==> src/verilog/dll_switch_pkg.sv <==
// Constants, encodings and state type shared by the DLL off-to-on switch sequencer.
// Behaviour
// RULE1: Start only from idle, precharged, termination off.
// RULE2: Wait tCKSRE after self refresh entry.
// RULE3: Stable new clock tCKSRX before exit.
// RULE4: CKE high from exit until tDLLK.
// RULE5: ODT low until tDLLK after reset.
// RULE6: After tXS write MR1 with A0 cleared.
// RULE7: After tMRD write MR0 with A8 set.
// RULE8: After tMRD program new mode registers.
// RULE9: ZQ long calibration only after tMOD.
// RULE10: Wait tMOD; withhold locked-DLL commands until tDLLK.
// RULE11: Also wait tZQoper after ZQ calibration.
// RULE12: Count intervals as real clock edges.
// RULE13: Nanoseconds to cycles, rounded up.
// RULE14: Device DLL off while MR1 A0 is 1.
// RULE15: Each wait held in writable count register.
package dll_switch_pkg;

  // ------------
  // Widths and clock
  // ------------
  localparam int AXI_AW = 8;
  localparam int ADDR_W = 14;
  localparam int BA_W   = 3;
  localparam int TIM_W  = 16;
  localparam int TIM_N  = 7;
  localparam int CLK_PS = 4000;

  // ------------
  // Timing defaults
  // ------------
  localparam int CKSRE_NS   = 10;
  localparam int CKSRX_NS   = 10;
  localparam int XS_NS      = 270;
  localparam int MRD_NCK    = 4;
  localparam int MOD_NCK    = 12;
  localparam int DLLK_NCK   = 512;
  localparam int ZQOPER_NCK = 256;
  localparam int CKSRE_CYC  = (CKSRE_NS * 1000 + CLK_PS - 1) / CLK_PS; // RULE13
  localparam int CKSRX_CYC  = (CKSRX_NS * 1000 + CLK_PS - 1) / CLK_PS; // RULE13
  localparam int XS_CYC     = (XS_NS * 1000 + CLK_PS - 1) / CLK_PS; // RULE13

  localparam int TI_CKSRE  = 0;
  localparam int TI_CKSRX  = 1;
  localparam int TI_XS     = 2;
  localparam int TI_MRD    = 3;
  localparam int TI_MOD    = 4;
  localparam int TI_DLLK   = 5;
  localparam int TI_ZQOPER = 6;
  localparam logic [TIM_N-1:0][TIM_W-1:0] TIM_RST = {
    TIM_W'(ZQOPER_NCK), TIM_W'(DLLK_NCK), TIM_W'(MOD_NCK), TIM_W'(MRD_NCK),
    TIM_W'(XS_CYC), TIM_W'(CKSRX_CYC), TIM_W'(CKSRE_CYC)};

  // ------------
  // Register map
  // ------------
  localparam logic [AXI_AW-1:0] OFS_CTRL     = 8'h00;
  localparam logic [AXI_AW-1:0] OFS_STAT     = 8'h04;
  localparam logic [AXI_AW-1:0] OFS_MR0      = 8'h08;
  localparam logic [AXI_AW-1:0] OFS_MR1      = 8'h0c;
  localparam logic [AXI_AW-1:0] OFS_MR2      = 8'h10;
  localparam logic [AXI_AW-1:0] OFS_TIM_BASE = 8'h20;
  localparam int CTRL_START   = 0;
  localparam int CTRL_ZQ_EN   = 1;
  localparam int CTRL_CLR_REF = 2;
  localparam int ST_BUSY      = 0;
  localparam int ST_READY     = 1;
  localparam int ST_REFUSED   = 2;
  localparam int ST_DLLK_RUN  = 3;
  localparam int ST_FREQ_REQ  = 4;
  localparam int ST_ZQ_SENT   = 5;
  localparam logic [1:0] RESP_OKAY   = 2'h0;
  localparam logic [1:0] RESP_SLVERR = 2'h2;

  // ------------
  // Memory commands and mode register fields
  // ------------
  localparam logic [3:0] CMD_NOP  = 4'h7;
  localparam logic [3:0] CMD_REF  = 4'h1;
  localparam logic [3:0] CMD_MRS  = 4'h0;
  localparam logic [3:0] CMD_ZQ   = 4'h6;
  localparam logic [BA_W-1:0] BA_MR0 = 3'h0;
  localparam logic [BA_W-1:0] BA_MR1 = 3'h1;
  localparam logic [BA_W-1:0] BA_MR2 = 3'h2;
  localparam int MR1_DLL_OFF = 0;
  localparam int MR0_DLL_RST = 8;
  localparam int ZQ_LONG_BIT = 10;

  typedef enum logic [3:0] {
    S_IDLE, S_SRE_WAIT, S_FREQ, S_CKSRX_WAIT, S_XS_WAIT, S_MR1_WAIT,
    S_MR0R_WAIT, S_MR2_WAIT, S_MOD_WAIT, S_FINAL
  } state_e;

endpackage

==> src/verilog/reg_bus_if.sv <==
// Register access strobes between the bus slave and the sequencer register file.
`timescale 1ns/1ps
`default_nettype none
interface reg_bus_if;
  import dll_switch_pkg::*;
  logic                   wr_en;
  logic [AXI_AW-1:0]      wr_addr;
  logic [31:0]            wr_data;
  logic [3:0]             wr_strb;
  logic                   wr_ok;
  logic                   rd_en;
  logic [AXI_AW-1:0]      rd_addr;
  logic [31:0]            rd_data;
  logic                   rd_ok;
  modport bus  (output wr_en, wr_addr, wr_data, wr_strb, rd_en, rd_addr, input wr_ok, rd_data, rd_ok);
  modport regs (input wr_en, wr_addr, wr_data, wr_strb, rd_en, rd_addr, output wr_ok, rd_data, rd_ok);
endinterface
`default_nettype wire

==> src/verilog/dll_off_to_on_switch_sequencer.sv <==
// Controller that walks a memory device from DLL-off to DLL-on across a clock change in self refresh.
//
// Design decisions made here: the register addresses and register access over AXI4-Lite.
`timescale 1ns/1ps
`default_nettype none
module dll_off_to_on_switch_sequencer (
  input  wire logic                               aclk,
  input  wire logic                               aresetn,
  // AXI4-Lite register port
  input  wire logic [dll_switch_pkg::AXI_AW-1:0]  awaddr,
  input  wire logic                               awvalid,
  output logic                                    awready,
  input  wire logic [31:0]                        wdata,
  input  wire logic [3:0]                         wstrb,
  input  wire logic                               wvalid,
  output logic                                    wready,
  output logic [1:0]                              bresp,
  output logic                                    bvalid,
  input  wire logic                               bready,
  input  wire logic [dll_switch_pkg::AXI_AW-1:0]  araddr,
  input  wire logic                               arvalid,
  output logic                                    arready,
  output logic [31:0]                             rdata,
  output logic [1:0]                              rresp,
  output logic                                    rvalid,
  input  wire logic                               rready,
  // Readiness from the memory controller, same clock
  input  wire logic                               bank_idle,
  // Clock generator handshake, acknowledgement arrives from outside
  output logic                                    freq_req,
  input  wire logic                               freq_ack,
  // Memory pins
  output logic                                    cke,
  output logic                                    cs_n,
  output logic                                    ras_n,
  output logic                                    cas_n,
  output logic                                    we_n,
  output logic [dll_switch_pkg::BA_W-1:0]         ba,
  output logic [dll_switch_pkg::ADDR_W-1:0]       addr,
  output logic                                    odt,
  output logic                                    seq_busy
);
  import dll_switch_pkg::*;

  // ------------
  // State
  // ------------
  typedef struct packed {
    state_e                         st;
    logic [TIM_W-1:0]               wait_cnt;
    logic [TIM_W-1:0]               dllk_cnt;
    logic [TIM_W-1:0]               zq_cnt;
    logic                           zq_sent;
    logic                           zq_en;
    logic                           ready;
    logic                           refused;
    logic [ADDR_W-1:0]              mr0;
    logic [ADDR_W-1:0]              mr1;
    logic [ADDR_W-1:0]              mr2;
    logic [TIM_N-1:0][TIM_W-1:0]    tim;
    logic                           cke;
    logic [3:0]                     cmd;
    logic [BA_W-1:0]                ba;
    logic [ADDR_W-1:0]              addr;
    logic                           freq_req;
    logic [2:0]                     ack_sync;
    logic                           ack_lvl;
  } top_s;

  top_s s_r;
  top_s s_nxt;

  reg_bus_if rb ();

  axil_slave u_slave (
    .aclk,
    .aresetn,
    .awaddr,
    .awvalid,
    .awready,
    .wdata,
    .wstrb,
    .wvalid,
    .wready,
    .bresp,
    .bvalid,
    .bready,
    .araddr,
    .arvalid,
    .arready,
    .rdata,
    .rresp,
    .rvalid,
    .rready,
    .rb
  );

  // ------------
  // Helpers
  // ------------
  function automatic logic [31:0] merge(input logic [31:0] old, input logic [31:0] d, input logic [3:0] st);
    logic [31:0] r;
    r = old;
    for (int b = 0; b < 4; b++) begin
      if (st[b]) begin
        r[b*8 +: 8] = d[b*8 +: 8];
      end
    end
    return r;
  endfunction

  // A wait loaded this way lets the next command reach the pins exactly
  // the programmed number of edges after the previous one.
  function automatic logic [TIM_W-1:0] ld(input logic [TIM_W-1:0] t);
    return (t == '0) ? '0 : t - TIM_W'(1); // RULE12
  endfunction

  function automatic logic tim_hit(input logic [AXI_AW-1:0] a);
    return (a >= OFS_TIM_BASE) && (a < OFS_TIM_BASE + AXI_AW'(4 * TIM_N)) && (a[1:0] == 2'b00);
  endfunction

  function automatic int tim_idx(input logic [AXI_AW-1:0] a);
    return int'((a - OFS_TIM_BASE) >> 2);
  endfunction

  logic [31:0] ctrl_word;
  logic [31:0] stat_word;
  logic        wr_map;
  logic        start;

  always_comb begin
    ctrl_word = '0;
    ctrl_word[CTRL_ZQ_EN] = s_r.zq_en;
    stat_word = '0;
    stat_word[ST_BUSY]     = (s_r.st != S_IDLE);
    stat_word[ST_READY]    = s_r.ready;
    stat_word[ST_REFUSED]  = s_r.refused;
    stat_word[ST_DLLK_RUN] = (s_r.dllk_cnt != '0);
    stat_word[ST_FREQ_REQ] = s_r.freq_req;
    stat_word[ST_ZQ_SENT]  = s_r.zq_sent;
  end

  // ------------
  // Register reads
  // ------------
  always_comb begin
    rb.rd_data = '0;
    rb.rd_ok   = 1'b1;
    if (tim_hit(rb.rd_addr)) begin
      rb.rd_data = 32'(s_r.tim[tim_idx(rb.rd_addr)]);
    end else begin
      case (rb.rd_addr)
        OFS_CTRL: rb.rd_data = ctrl_word;
        OFS_STAT: rb.rd_data = stat_word;
        OFS_MR0:  rb.rd_data = 32'(s_r.mr0);
        OFS_MR1:  rb.rd_data = 32'(s_r.mr1);
        OFS_MR2:  rb.rd_data = 32'(s_r.mr2);
        default:  rb.rd_ok   = 1'b0;
      endcase
    end
  end

  always_comb begin
    case (rb.wr_addr)
      OFS_CTRL, OFS_STAT, OFS_MR0, OFS_MR1, OFS_MR2: wr_map = 1'b1;
      default: wr_map = tim_hit(rb.wr_addr);
    endcase
  end
  assign rb.wr_ok = wr_map;
  assign start    = rb.wr_en && (rb.wr_addr == OFS_CTRL) && rb.wr_strb[0] && rb.wr_data[CTRL_START];

  // ------------
  // Sequencer and register file
  // ------------
  always_comb begin
    s_nxt = s_r;
    s_nxt.cmd = CMD_NOP;
    s_nxt.ack_sync = {s_r.ack_sync[1:0], freq_ack};
    if (s_r.ack_sync[1] == s_r.ack_sync[2]) begin
      s_nxt.ack_lvl = s_r.ack_sync[2];
    end
    if (s_r.wait_cnt != '0) begin
      s_nxt.wait_cnt = s_r.wait_cnt - TIM_W'(1);
    end
    if (s_r.dllk_cnt != '0) begin
      s_nxt.dllk_cnt = s_r.dllk_cnt - TIM_W'(1);
    end
    if (s_r.zq_cnt != '0) begin
      s_nxt.zq_cnt = s_r.zq_cnt - TIM_W'(1);
    end

    // Software writes. Settings changed mid-sequence
    // affect the remaining waits.
    if (rb.wr_en) begin
      if (rb.wr_addr == OFS_CTRL && rb.wr_strb[0]) begin
        s_nxt.zq_en = rb.wr_data[CTRL_ZQ_EN];
        if (rb.wr_data[CTRL_CLR_REF]) begin
          s_nxt.refused = 1'b0;
        end
      end
      if (rb.wr_addr == OFS_MR0) begin
        s_nxt.mr0 = ADDR_W'(merge(32'(s_r.mr0), rb.wr_data, rb.wr_strb));
      end
      if (rb.wr_addr == OFS_MR1) begin
        s_nxt.mr1 = ADDR_W'(merge(32'(s_r.mr1), rb.wr_data, rb.wr_strb));
      end
      if (rb.wr_addr == OFS_MR2) begin
        s_nxt.mr2 = ADDR_W'(merge(32'(s_r.mr2), rb.wr_data, rb.wr_strb));
      end
      for (int i = 0; i < TIM_N; i++) begin
        if (tim_hit(rb.wr_addr) && tim_idx(rb.wr_addr) == i) begin
          s_nxt.tim[i] = TIM_W'(merge(32'(s_r.tim[i]), rb.wr_data, rb.wr_strb)); // RULE15
        end
      end
    end

    case (s_r.st)
      S_IDLE: begin
        if (start) begin
          if (bank_idle) begin // RULE1
            s_nxt.cke      = 1'b0;
            s_nxt.cmd      = CMD_REF;
            s_nxt.ready    = 1'b0;
            s_nxt.zq_sent  = 1'b0;
            s_nxt.wait_cnt = ld(s_r.tim[TI_CKSRE]);
            s_nxt.st       = S_SRE_WAIT;
          end else begin
            s_nxt.refused = 1'b1;
          end
        end
      end
      S_SRE_WAIT: begin
        if (s_r.wait_cnt == '0) begin
          s_nxt.freq_req = 1'b1; // RULE2
          s_nxt.st       = S_FREQ;
        end
      end
      S_FREQ: begin
        if (s_r.ack_lvl) begin
          s_nxt.freq_req = 1'b0;
          s_nxt.wait_cnt = ld(s_r.tim[TI_CKSRX]);
          s_nxt.st       = S_CKSRX_WAIT;
        end
      end
      S_CKSRX_WAIT: begin
        if (s_r.wait_cnt == '0) begin
          s_nxt.cke      = 1'b1; // RULE3
          s_nxt.wait_cnt = ld(s_r.tim[TI_XS]);
          s_nxt.st       = S_XS_WAIT;
        end
      end
      S_XS_WAIT: begin
        if (s_r.wait_cnt == '0) begin
          s_nxt.cmd      = CMD_MRS; // RULE6
          s_nxt.ba       = BA_MR1;
          s_nxt.addr     = s_r.mr1;
          s_nxt.addr[MR1_DLL_OFF] = 1'b0;
          s_nxt.wait_cnt = ld(s_r.tim[TI_MRD]);
          s_nxt.st       = S_MR1_WAIT;
        end
      end
      S_MR1_WAIT: begin
        if (s_r.wait_cnt == '0) begin
          s_nxt.cmd      = CMD_MRS; // RULE7
          s_nxt.ba       = BA_MR0;
          s_nxt.addr     = s_r.mr0;
          s_nxt.addr[MR0_DLL_RST] = 1'b1;
          s_nxt.dllk_cnt = s_r.tim[TI_DLLK];
          s_nxt.wait_cnt = ld(s_r.tim[TI_MRD]);
          s_nxt.st       = S_MR0R_WAIT;
        end
      end
      S_MR0R_WAIT: begin
        if (s_r.wait_cnt == '0) begin
          s_nxt.cmd      = CMD_MRS; // RULE8
          s_nxt.ba       = BA_MR2;
          s_nxt.addr     = s_r.mr2;
          s_nxt.wait_cnt = ld(s_r.tim[TI_MRD]);
          s_nxt.st       = S_MR2_WAIT;
        end
      end
      S_MR2_WAIT: begin
        if (s_r.wait_cnt == '0) begin
          // The final MR0 write carries the new latencies without the reset bit.
          s_nxt.cmd      = CMD_MRS; // RULE8
          s_nxt.ba       = BA_MR0;
          s_nxt.addr     = s_r.mr0;
          s_nxt.addr[MR0_DLL_RST] = 1'b0;
          s_nxt.wait_cnt = ld(s_r.tim[TI_MOD]);
          s_nxt.st       = S_MOD_WAIT;
        end
      end
      S_MOD_WAIT: begin
        if (s_r.wait_cnt == '0) begin
          if (s_r.zq_en) begin
            s_nxt.cmd     = CMD_ZQ; // RULE9
            s_nxt.addr    = '0;
            s_nxt.addr[ZQ_LONG_BIT] = 1'b1;
            s_nxt.zq_cnt  = s_r.tim[TI_ZQOPER];
            s_nxt.zq_sent = 1'b1;
          end
          s_nxt.st = S_FINAL;
        end
      end
      S_FINAL: begin
        if (s_r.dllk_cnt == '0 && s_r.zq_cnt == '0) begin // RULE10 RULE11
          s_nxt.ready = 1'b1;
          s_nxt.st    = S_IDLE;
        end
      end
      default: s_nxt.st = S_IDLE;
    endcase

    if (!aresetn) begin
      s_nxt       = '0;
      s_nxt.st    = S_IDLE;
      s_nxt.cke   = 1'b1;
      s_nxt.cmd   = CMD_NOP;
      s_nxt.tim   = TIM_RST;
      s_nxt.zq_en = 1'b1;
    end
  end

  always_ff @(posedge aclk) begin
    s_r <= s_nxt;
  end

  // ------------
  // Pins
  // ------------
  // Between exit and the end of the lock window cke is never lowered,
  // since only the idle start path drops it.
  assign cke      = s_r.cke; // RULE4
  assign cs_n     = s_r.cmd[3];
  assign ras_n    = s_r.cmd[2];
  assign cas_n    = s_r.cmd[1];
  assign we_n     = s_r.cmd[0];
  assign ba       = s_r.ba;
  assign addr     = s_r.addr;
  // Termination is held off throughout, which is safe whatever the mode
  // registers held at entry.
  assign odt      = 1'b0; // RULE5
  assign freq_req = s_r.freq_req;
  assign seq_busy = (s_r.st != S_IDLE);

endmodule
`default_nettype wire

==> src/verilog/axil_slave.sv <==
// AXI4-Lite slave that turns bus transfers into register strobes.
`timescale 1ns/1ps
`default_nettype none
module axil_slave (
  input  wire logic                           aclk,
  input  wire logic                           aresetn,
  input  wire logic [dll_switch_pkg::AXI_AW-1:0] awaddr,
  input  wire logic                           awvalid,
  output logic                                awready,
  input  wire logic [31:0]                    wdata,
  input  wire logic [3:0]                     wstrb,
  input  wire logic                           wvalid,
  output logic                                wready,
  output logic [1:0]                          bresp,
  output logic                                bvalid,
  input  wire logic                           bready,
  input  wire logic [dll_switch_pkg::AXI_AW-1:0] araddr,
  input  wire logic                           arvalid,
  output logic                                arready,
  output logic [31:0]                         rdata,
  output logic [1:0]                          rresp,
  output logic                                rvalid,
  input  wire logic                           rready,
  reg_bus_if.bus                              rb
);
  import dll_switch_pkg::*;

  typedef struct packed {
    logic              aw_held;
    logic [AXI_AW-1:0] awaddr;
    logic              w_held;
    logic [31:0]       wdata;
    logic [3:0]        wstrb;
    logic              bvalid;
    logic [1:0]        bresp;
    logic              rvalid;
    logic [31:0]       rdata;
    logic [1:0]        rresp;
  } slv_s;

  slv_s s_r;
  slv_s s_nxt;

  // Address and data park until both arrive; one write at a time.
  assign awready    = !s_r.aw_held && !s_r.bvalid;
  assign wready     = !s_r.w_held && !s_r.bvalid;
  assign arready    = !s_r.rvalid;
  assign rb.wr_en   = s_r.aw_held && s_r.w_held;
  assign rb.wr_addr = s_r.awaddr;
  assign rb.wr_data = s_r.wdata;
  assign rb.wr_strb = s_r.wstrb;
  assign rb.rd_en   = arvalid && !s_r.rvalid;
  assign rb.rd_addr = araddr;
  assign bvalid     = s_r.bvalid;
  assign bresp      = s_r.bresp;
  assign rvalid     = s_r.rvalid;
  assign rdata      = s_r.rdata;
  assign rresp      = s_r.rresp;

  always_comb begin
    s_nxt = s_r;
    if (awvalid && awready) begin
      s_nxt.aw_held = 1'b1;
      s_nxt.awaddr  = awaddr;
    end
    if (wvalid && wready) begin
      s_nxt.w_held = 1'b1;
      s_nxt.wdata  = wdata;
      s_nxt.wstrb  = wstrb;
    end
    if (rb.wr_en) begin
      s_nxt.aw_held = 1'b0;
      s_nxt.w_held  = 1'b0;
      s_nxt.bvalid  = 1'b1;
      s_nxt.bresp   = rb.wr_ok ? RESP_OKAY : RESP_SLVERR;
    end
    if (s_r.bvalid && bready) begin
      s_nxt.bvalid = 1'b0;
    end
    if (rb.rd_en) begin
      s_nxt.rvalid = 1'b1;
      s_nxt.rdata  = rb.rd_data;
      s_nxt.rresp  = rb.rd_ok ? RESP_OKAY : RESP_SLVERR;
    end else if (s_r.rvalid && rready) begin
      s_nxt.rvalid = 1'b0;
    end
    if (!aresetn) begin
      s_nxt = '0;
    end
  end

  always_ff @(posedge aclk) begin
    s_r <= s_nxt;
  end

endmodule
`default_nettype wire

==> config.mk <==
export PLATFORM = sky130hd
export DESIGN_NAME = dll_off_to_on_switch_sequencer
export DESIGN_NICKNAME = d
export VERILOG_FILES = /design/src/verilog/dll_switch_pkg.sv /design/src/verilog/reg_bus_if.sv /design/src/verilog/dll_off_to_on_switch_sequencer.sv /design/src/verilog/axil_slave.sv
export SDC_FILE = /design/constraint.sdc
export NUM_CORES = 1
export LEC_CHECK = 0
export BUFFER_PORTS_ARGS = -buffer_cell sky130_fd_sc_hd__buf_4
export CAP_MARGIN = 20
export CORE_MARGIN = 2
export CORE_UTILIZATION = 61
export CTS_CLUSTER_SIZE = 8
export DETAILED_ROUTE_END_ITERATION = 8
export GPL_ROUTABILITY_DRIVEN = 0
export PLACE_DENSITY_LB_ADDON = 0.15
export SLEW_MARGIN = 0
export SYNTH_ARGS = -nofsm -noshare
export SYNTH_HDL_FRONTEND = slang
export SYNTH_SLANG_ARGS = --single-unit
==> constraint.sdc <==
create_clock -name aclk -period 3.8 [get_ports aclk]
set_input_delay 0.57 -clock aclk [delete_from_list [all_inputs] [get_ports aclk]]
set_output_delay 0.57 -clock aclk [all_outputs]
set_load 0.02 [all_outputs]
After elaboration in Yosys (flattened, before gate mapping)
Index checks and enable logic that the tools add are counted.
- $add $sub $neg: 10
- $mul: 0
- divide/modulo/power cells: 0
- magnitude comparators: 5
- equality and inequality tests: 36
- shift-type cells: 0
- mux-type cells: 94
- bitwise logic cells: 1
- reductions and logical operators: 85
- operators by type and width (kind ; number):
    $mux W16 ; 19
    $mux W20 ; 11
    $mux W155 ; 1
    $pmux W14 S5 ; 2
    $mux W8 ; 17
    $logic_not A16 Y1 ; 8
    $sub A16 B1 Y16 const B ; 8
    $pmux W16 S7 ; 1
    $mux W14 ; 5
    $reduce_and A3 Y1 ; 21
    $bmux W16 S3 ; 1
    $reduce_bool A16 Y1 ; 3
    $pmux W4 S10 ; 1
    $mux W36 ; 1
    $mux W17 ; 2
    $eq A8 B4 Y1 const B ; 4
    $logic_not A32 Y1 ; 1
    $lt A30 B4 Y1 const B ; 1
    $logic_and A1 B1 Y1 ; 24
    $ne A2 B2 Y1 const B ; 12
    $pmux W4 S6 ; 1
    $eq A7 B4 Y1 const B ; 3
    $mux W6 ; 3
    $sub A8 B6 Y9 const B ; 2
    other kinds (32) ; 79
- flip-flop bits (word level): 303
- latch bits: 0
- bits in writable memories: 0
- memory bits (read-only): 0
- input port bits: 61
- output and inout bits: 66
- logic and storage cells: 276
- memories: 0

Logic depth before layout (Yosys ltp)
Gate-level depths: netlist (run 1).
- word-level depth: 9
- depth in mapped cells: 12
- mapped depth without buffers: 9

Modules after synthesis
Synthesis (run 1) repeated with hierarchy kept, for this count alone.
- cell total of the unflattened synthesis: 2020
- area total of the unflattened synthesis: 17065.1 µm²
- by module, submodules not included (module ; times used ; cells an instance ; area an instance (µm²) ; sequential area each (µm²)):
    dll_off_to_on_switch_sequencer ; 1 ; 1570 ; 13356.6 ; 4684.5
    axil_slave ; 1 ; 450 ; 3708.6 ; 1641.6

Least setup slack after synthesis (run 1)
No wires, ideal clock.
- path type: reg-to-reg
- from: register u_slave.s_r, in the netlist u_slave.rb.wr_addr[5]
- to: register s_r[83] (netlist bit)
- setup time: 0.128 ns
- arrival: 2.510 ns
- required time: 3.672 ns
- setup slack: 1.162 ns
- stages on the path, launching flop included: 12
- buffers on the path: 2
- clock period less this slack: 2.638 ns
- path through: dfxtp_1 > clkbuf_1 > inv_1 > ha_1 > ha_1 > and3_1 > and4_1 > and4b_1 > clkbuf_1 > nand3_1 > mux2i_1 > nor2_1
- longest elaborated chain between the ends: 5
- elaborated cells between the ends (all ways): 8
- classes of those cells: 1 x add/sub; 2 x order compare; 1 x eq/ne; 4 x reduce/logical
- ends and longest elaborated chain (item ; line ; RTL):
    start: declaration ; axil_slave.sv:41 ; slv_s s_r;
    start signal: assignment ; axil_slave.sv:93 ; s_r <= s_nxt;
    branches (longest 3 deep; another with $sub A8 B6 Y9) ; n/a ;
    $logic_and A1 B1 Y1 * ; dll_off_to_on_switch_sequencer.sv:211 ; if (tim_hit(rb.wr_addr) && tim_idx(rb.wr_addr) == i) begin
    $reduce_and A3 Y1 (no source line) * ; n/a ;
    end signal: assignment ; dll_off_to_on_switch_sequencer.sv:325 ; s_r <= s_nxt;
    end: declaration ; dll_off_to_on_switch_sequencer.sv:70 ; top_s s_r;
Mark *: on every way between the ends.
A chain may end at the register's enable or synchronous reset.

Worst setup path in the final report (run 1)
- from: register u_slave.s_r, in the netlist u_slave.rb.wr_addr[5]
- to: register s_r[125] (netlist bit)
- longest elaborated chain between the ends: 5
- elaborated cells between the ends (all ways): 8
- classes of those cells: 1 x add/sub; 2 x order compare; 1 x eq/ne; 4 x reduce/logical
- ends and longest elaborated chain (item ; line):
    branches (longest 3 deep; another with $sub A8 B6 Y9) ; n/a
    $logic_and A1 B1 Y1 * ; dll_off_to_on_switch_sequencer.sv:211
    $reduce_and A3 Y1 (no source line) * ; n/a
Marked as above.

==> results of run 1 <==
placed cells by master (no fill, tap or decap), drive strengths merged, types with 20 or more instances in the layout:
cell | Yosys | final
clkbuf | 103 | 44
nor2 | 152 | 152
nor4 | 38 | 38
nor3 | 45 | 45
o22ai | 23 | 23
nor2b | 57 | 57
o21ai | 107 | 107
inv | 31 | 33
nand2 | 215 | 215
conb | 1 | 21
a21oi | 123 | 123
dfxtp | 282 | 282
a21boi | 45 | 45
mux2i | 141 | 141
nand3 | 61 | 61
buf | 75 | 109
xnor2 | 56 | 56
nand4 | 20 | 20
xor2 | 25 | 25
logic make-up (layout without fill, tap and decap cells):
kind of cell / after synthesis / count (layout) / share of synthesized area (%)
simple gates: 694 / 694 / 22.3
other cells: 1 / 21 / 0.0242
compound gates: 404 / 404 / 16.4
mux: 174 / 174 / 12.7
flops: 282 / 282 / 36.4
xor+xnor: 81 / 81 / 4.57
buf+inv: 209 / 188 / 6.58
fa+ha+maj: 13 / 13 / 1.05
report_power, final:
part           switching (mW)  internal (mW)  total [mW]
logic                    1.37          0.995        2.36
clock network            1.29           1.92        3.21
registers               0.322           3.21        3.53
total                    2.98           6.12        9.10
cells in the mapped netlist, types with 25 or more instances:
library cell  instances
mux2i_1             141
nand2_1             213
a21boi_0             45
a21oi_1             123
dfxtp_1             282
inv_1                31
xor2_1               25
nor3_1               43
nor4_1               32
o21ai_0             102
nor2b_1              57
clkbuf_1            101
buf_4                58
xnor2_1              56
nor2_1              150
nand3_1              61
state kept, by name, indices dropped and copies added (netlist names), 2 cells and up:
| signal | count |
|---|---|
| s_r | 213 |
| u_slave.rb.wr_data | 16 |
| u_slave.rdata | 16 |
| addr | 14 |
| u_slave.rb.wr_addr | 8 |
| ba | 2 |
| u_slave.rb.wr_strb | 2 |
| u_slave.s_r | 2 |
per-layer routing:
layer	vias to the layer above	global-route usage, %	share of wire (%)
li1	6536	-	-
met1	6612	48.0	40
met2	874	53.5	43
met3	170	7.77	11
met4	0	19.0	5.8
met5	-	0	0
critical path, cell delays in order, from the launching register on:
cell and delay, ns:
dfxtp_1 0.51, inv_1 0.09, ha_1 0.20, ha_1 0.26
and3_1 0.14, and4_1 0.24, nand4_1 0.48, nor3b_1 0.49
buf_4 0.27, mux2i_1 0.21, nor2_1 0.06
worst max path at each step:
stage	slack [ns]	endpoint	from	cells after the start
global placement	0.89	s_r[226]	s_r[43]	7
global route	0.50	s_r[210]	s_r[217]	9
finish	0.70	s_r[125]	u_slave.rb.wr_addr[5]	10
detailed placement	0.82	s_r[130]	u_slave.rb.wr_addr[5]	10
CTS	0.77	s_r[125]	u_slave.rb.wr_addr[5]	10
floorplan	1.16	s_r[83]	u_slave.rb.wr_addr[5]	11
cell type report:
type | instances | area [sq um] | share of cell area, %
clock buffers | 44 | 1040 | 6.09
clock inverters | 4 | 42.5 | 0.250
inverters | 31 | 118 | 0.691
multi-input cells | 1387 | 8940 | 52.5
flip-flops and latches | 282 | 5650 | 33.2
well taps | 330 | 413 | 2.43
repair buffers | 109 | 831 | 4.88
==> reports/metrics.cfg, run 1 <==
[synth]
synth_edf_count = 0
yosys_warnings = 0
syn_area_sq_mm = 0.0155
synth-main-ff-cell = dfxtp_1
yosysTopAreaCellShare_pct = 36.4
ys_ff_latch = 282
synth_area_leaders = dfxtp_1, mux2i_1, nand2_1
synthCells = 1858
avgSynthCellArea_sq_um = 8.36
synth_cell_types = 78
seq_area_frac_synth_pct = 36.4
async_flop_share_pct = 0
synth_area_leader_cell = dfxtp_1

[worst_setup_path]
r2r-start = u_slave.rb.wr_addr[5]
ff2ff_setup_slack_ns = 0.70
arrival_ns = 3.49
critPathKind = reg2reg
r2r_end = s_r[125]
r2r_cells = 10
cp.required_ns = 4.19
cp-end-kind = register
path_max_fanout = 11
cp-start-kind = register

[layout]
drive_above_1_share_pct = 12.2
utilization_pct = 67.8
final_cell_count_no_fill = 2187
fill_cells = 2075
nets = 1926
fin_area_sq_mm = 0.0170
area_delta_synth_final_pct = 9.65
num_antenna_cells = 0

[route]
firstDrtPassIters = 6
viasPerCell = 6.49
wirelength_microns = 48400
drc = 0
vias = 14200
wl_per_cell_microns = 22.1
drtIter0Drc = 1797
antenna_left = 0

[sta]
period_needed_ns = 3.10
final.setup.tns_ns = 0
rsz0062_at_grt = no
setup_viol = 0
setup_ws_ns = 0.700
fin_crit_sh_pct = 81.6
relSlewSlack_pct = 33.7
max_freq_ghz = 0.323
clock_skew_ns = 0.0240
hold_ws_ns = 0.230
worst_pin_slew_ns = 0.993
drv_slew = 0
hold_viol_final = 0

[hold_path]
holdPathEnd = u_slave.rvalid
hp-start = rready
worstHoldPathType = in2reg
hold_depth = 2

[clock_network]
path_clk_slew_ns = 0.05
clock-sinks = 282
clockRootBuffer = clkbuf_16
hold_buffers = 0
cts_max_level = 2
cts_tree = built
clk_latency_ns = 0.54
cts_buffers = 41
cts.repair.resized = 0
postCtsSetupRepairBufs = 0
clockBufferDepth = 3

[floorplan]
core-area_sq_mm = 0.0251
die_h_microns = 164
start_util_pct = 61.8
std_cell_rows = 58
die_x_microns = 164
die_area_sq_mm = 0.0267
ios = 127

[power_and_ir_drop]
irDropWorstVdd_v = 0.000356
finalPower_mw = 9.10
p_leak_nw = 6.81
p_per_area_mw_per_mm2 = 535

[place]
placed_area_sq_mm = 0.0159
hpwlAfterDp_microns = 33800
dp_slack_ns = 0.824
dp_cells = 2139
io_buffers = 87

[grt]
grt_pass1_vias = 13000
antenna_found_initial = 0
grt_max_degree = 184
groute.usage.overall_pct = 35.7
grt_pass1_wl_microns = 74100
overflow = 0

[status]
status = finished, final reports clean

[job]
cap_violations = 0

No activity file was read; power rests on OpenSTA's default activity.
==> run 2: changes to the inputs <==
- clock period: 3.8 -> 3.2 ns (I/O delays scaled with it)
==> run 2 against run 1 <==
Net effect: worst hold slack worse by 0.095 ns; worst setup slack worse by 0.35 ns; critical path depth decreased by 1; clock power up 20%; sequential share of layout area fell by 0.50 points; final area increased by 1.5%; sequential cell count unchanged; clock-buffer cell count is 2 lower; highest routed layer unchanged; via count is 1.1% higher; wire length grew 2.2%; largest power group unchanged; critical endpoint is now s_r[226]; first-iteration DRC count about the same.
==> reports/metrics.cfg, run 2 (synthesis gave the netlist of run 1 again) <==
[job]
cap_violations = 0

[layout]
fill_cells = 2054
largest_reg_flops = 213
fin_area_sq_mm = 0.0173
mostFrequentLayoutCell = dfxtp_1
drive_above_1_share_pct = 13.8
num_antenna_cells = 0
top_register = s_r
layout_common_cells = dfxtp_1, nand2_1, nor2_1
regArea_sq_mm = 0.00565
area_delta_synth_final_pct = 11.3
nets = 1958
final_cell_count_no_fill = 2217
multi_input_area_sq_mm = 0.00894

[worst_setup_path]
cp-end-kind = register
crit_end = s_r[226]
critPathKind = reg2reg
crit_start = s_r[217]
path_max_fanout = 10
path_cells = inv_1 > ha_1 > or3b_2 > nor4_2 > buf_4 > a31oi_1 > nor2_4 > a21oi_1 > o41a_1
r2r_cells = 9
cpPeakStageDelay_ns = 0.52
cp-start-kind = register
critPathSlowestCell = or3b_2
r2r_end = s_r[226]
arrival_ns = 3.26
cp.required_ns = 3.60
r2r-start = s_r[217]
ff2ff_setup_slack_ns = 0.35

[sta]
final.setup.tns_ns = 0
relSlewSlack_pct = 40.5
rsz0062_at_grt = no
max_freq_ghz = 0.351
setup_ws_ns = 0.348
clock_skew_ns = 0.0262
fin_crit_sh_pct = 89.1
hold_ws_ns = 0.135
period_needed_ns = 2.85
drv_slew = 0
setup_viol = 0
hold_viol_final = 0
worst_pin_slew_ns = 0.891

[grt]
grt_pass1_wl_microns = 75600
antenna_found_initial = 0
grt_pass1_vias = 13300
overflow = 0
grt_max_degree = 184
groute.usage.overall_pct = 36.6

[clock_network]
cts_tree = built
cts_buffers = 41
clk_latency_ns = 0.54
postCtsSetupRepairBufs = 0
cts_max_level = 2
clockBufferDepth = 3
cts.repair.resized = 0
clockRootBuffer = clkbuf_16
path_clk_slew_ns = 0.05
hold_buffers = 0
clock-sinks = 282

[route]
antenna_left = 0
drc = 0
drtIter0Drc = 1798
wl_per_cell_microns = 22.3
firstDrtPassIters = 8
viasPerCell = 6.47
wirelength_microns = 49500
vias = 14400

[place]
dp_cells = 2171
dp_slack_ns = 0.409
placed_area_sq_mm = 0.0162
hpwlAfterDp_microns = 34400
io_buffers = 87

[floorplan]
std_cell_rows = 58
die_h_microns = 164
die_x_microns = 164
start_util_pct = 61.8
core-area_sq_mm = 0.0251
ios = 127
die_area_sq_mm = 0.0267

[hold_path]
worstHoldPathType = in2reg

[power_and_ir_drop]
p_per_area_mw_per_mm2 = 628
irDropWorstVdd_v = 0.000523
p_leak_nw = 6.98

[status]
status = finished, final reports clean

[run 2: cell types whose count changed in the layout (fill, tap and decap cells not counted), sizes merged]
| cell | change |
|---|---|
| buf | +32 |
| clkbuf | -2 |
| clkinv | +2 |
| inv | -2 |
[run 2: worst max-delay path, delay by kind of cell (launching register included)]
kind,cells,cell delay (ns)
flip-flops,1,0.34
AND/OR/NAND/NOR,3,1.10
AO/OA/AOI/OAI,3,0.72
adder cells (fa/ha/maj),1,0.21
buffers and inverters,2,0.36
[run 2: per-layer routing]
layer  track usage [%]  wire, microns
met3              7.44           5260
met5                 0              0
met1              49.2          19800
met4              17.6           2480
met2              56.4          22000
[run 2: how the worst min path moves through the flow]
stage                 from        endpoint  slack, ns  cells past startpoint
finish              rready  u_slave.rvalid       0.14                      2
floorplan           s_r[1]          s_r[2]       0.41                      1
detailed placement  s_r[1]          s_r[2]       0.43                      1
global placement    s_r[1]          s_r[2]       0.42                      1
global route        rready  u_slave.rvalid       0.13                      2
CTS                 rready  u_slave.rvalid       0.13                      2
[run 2: layout make-up]
| type | instances | share of cell area (%) |
|---|---|---|
| multi-input cells | 1387 | 51.7 |
| flip-flops and latches | 282 | 32.7 |
| repair buffers | 141 | 6.20 |
| clock buffers | 42 | 6.08 |
| well taps | 330 | 2.39 |
| inverters | 31 | 0.681 |
| clock inverters | 4 | 0.282 |
[run 2: metrics by stage]
step	total power, mW	util (%)
floorplan	6.29	-
global placement	6.91	64.5
detailed placement	6.99	64.5
CTS	10.8	68.8
global route	11.3	68.8
finish	10.8	68.8
[run 2: power breakdown]
| group | leakage (nW) | internal, mW | switching, mW |
|---|---|---|---|
| logic | 4.15 | 1.17 | 1.64 |
| registers | 2.29 | 3.81 | 0.380 |
| clock network | 0.541 | 2.31 | 1.53 |
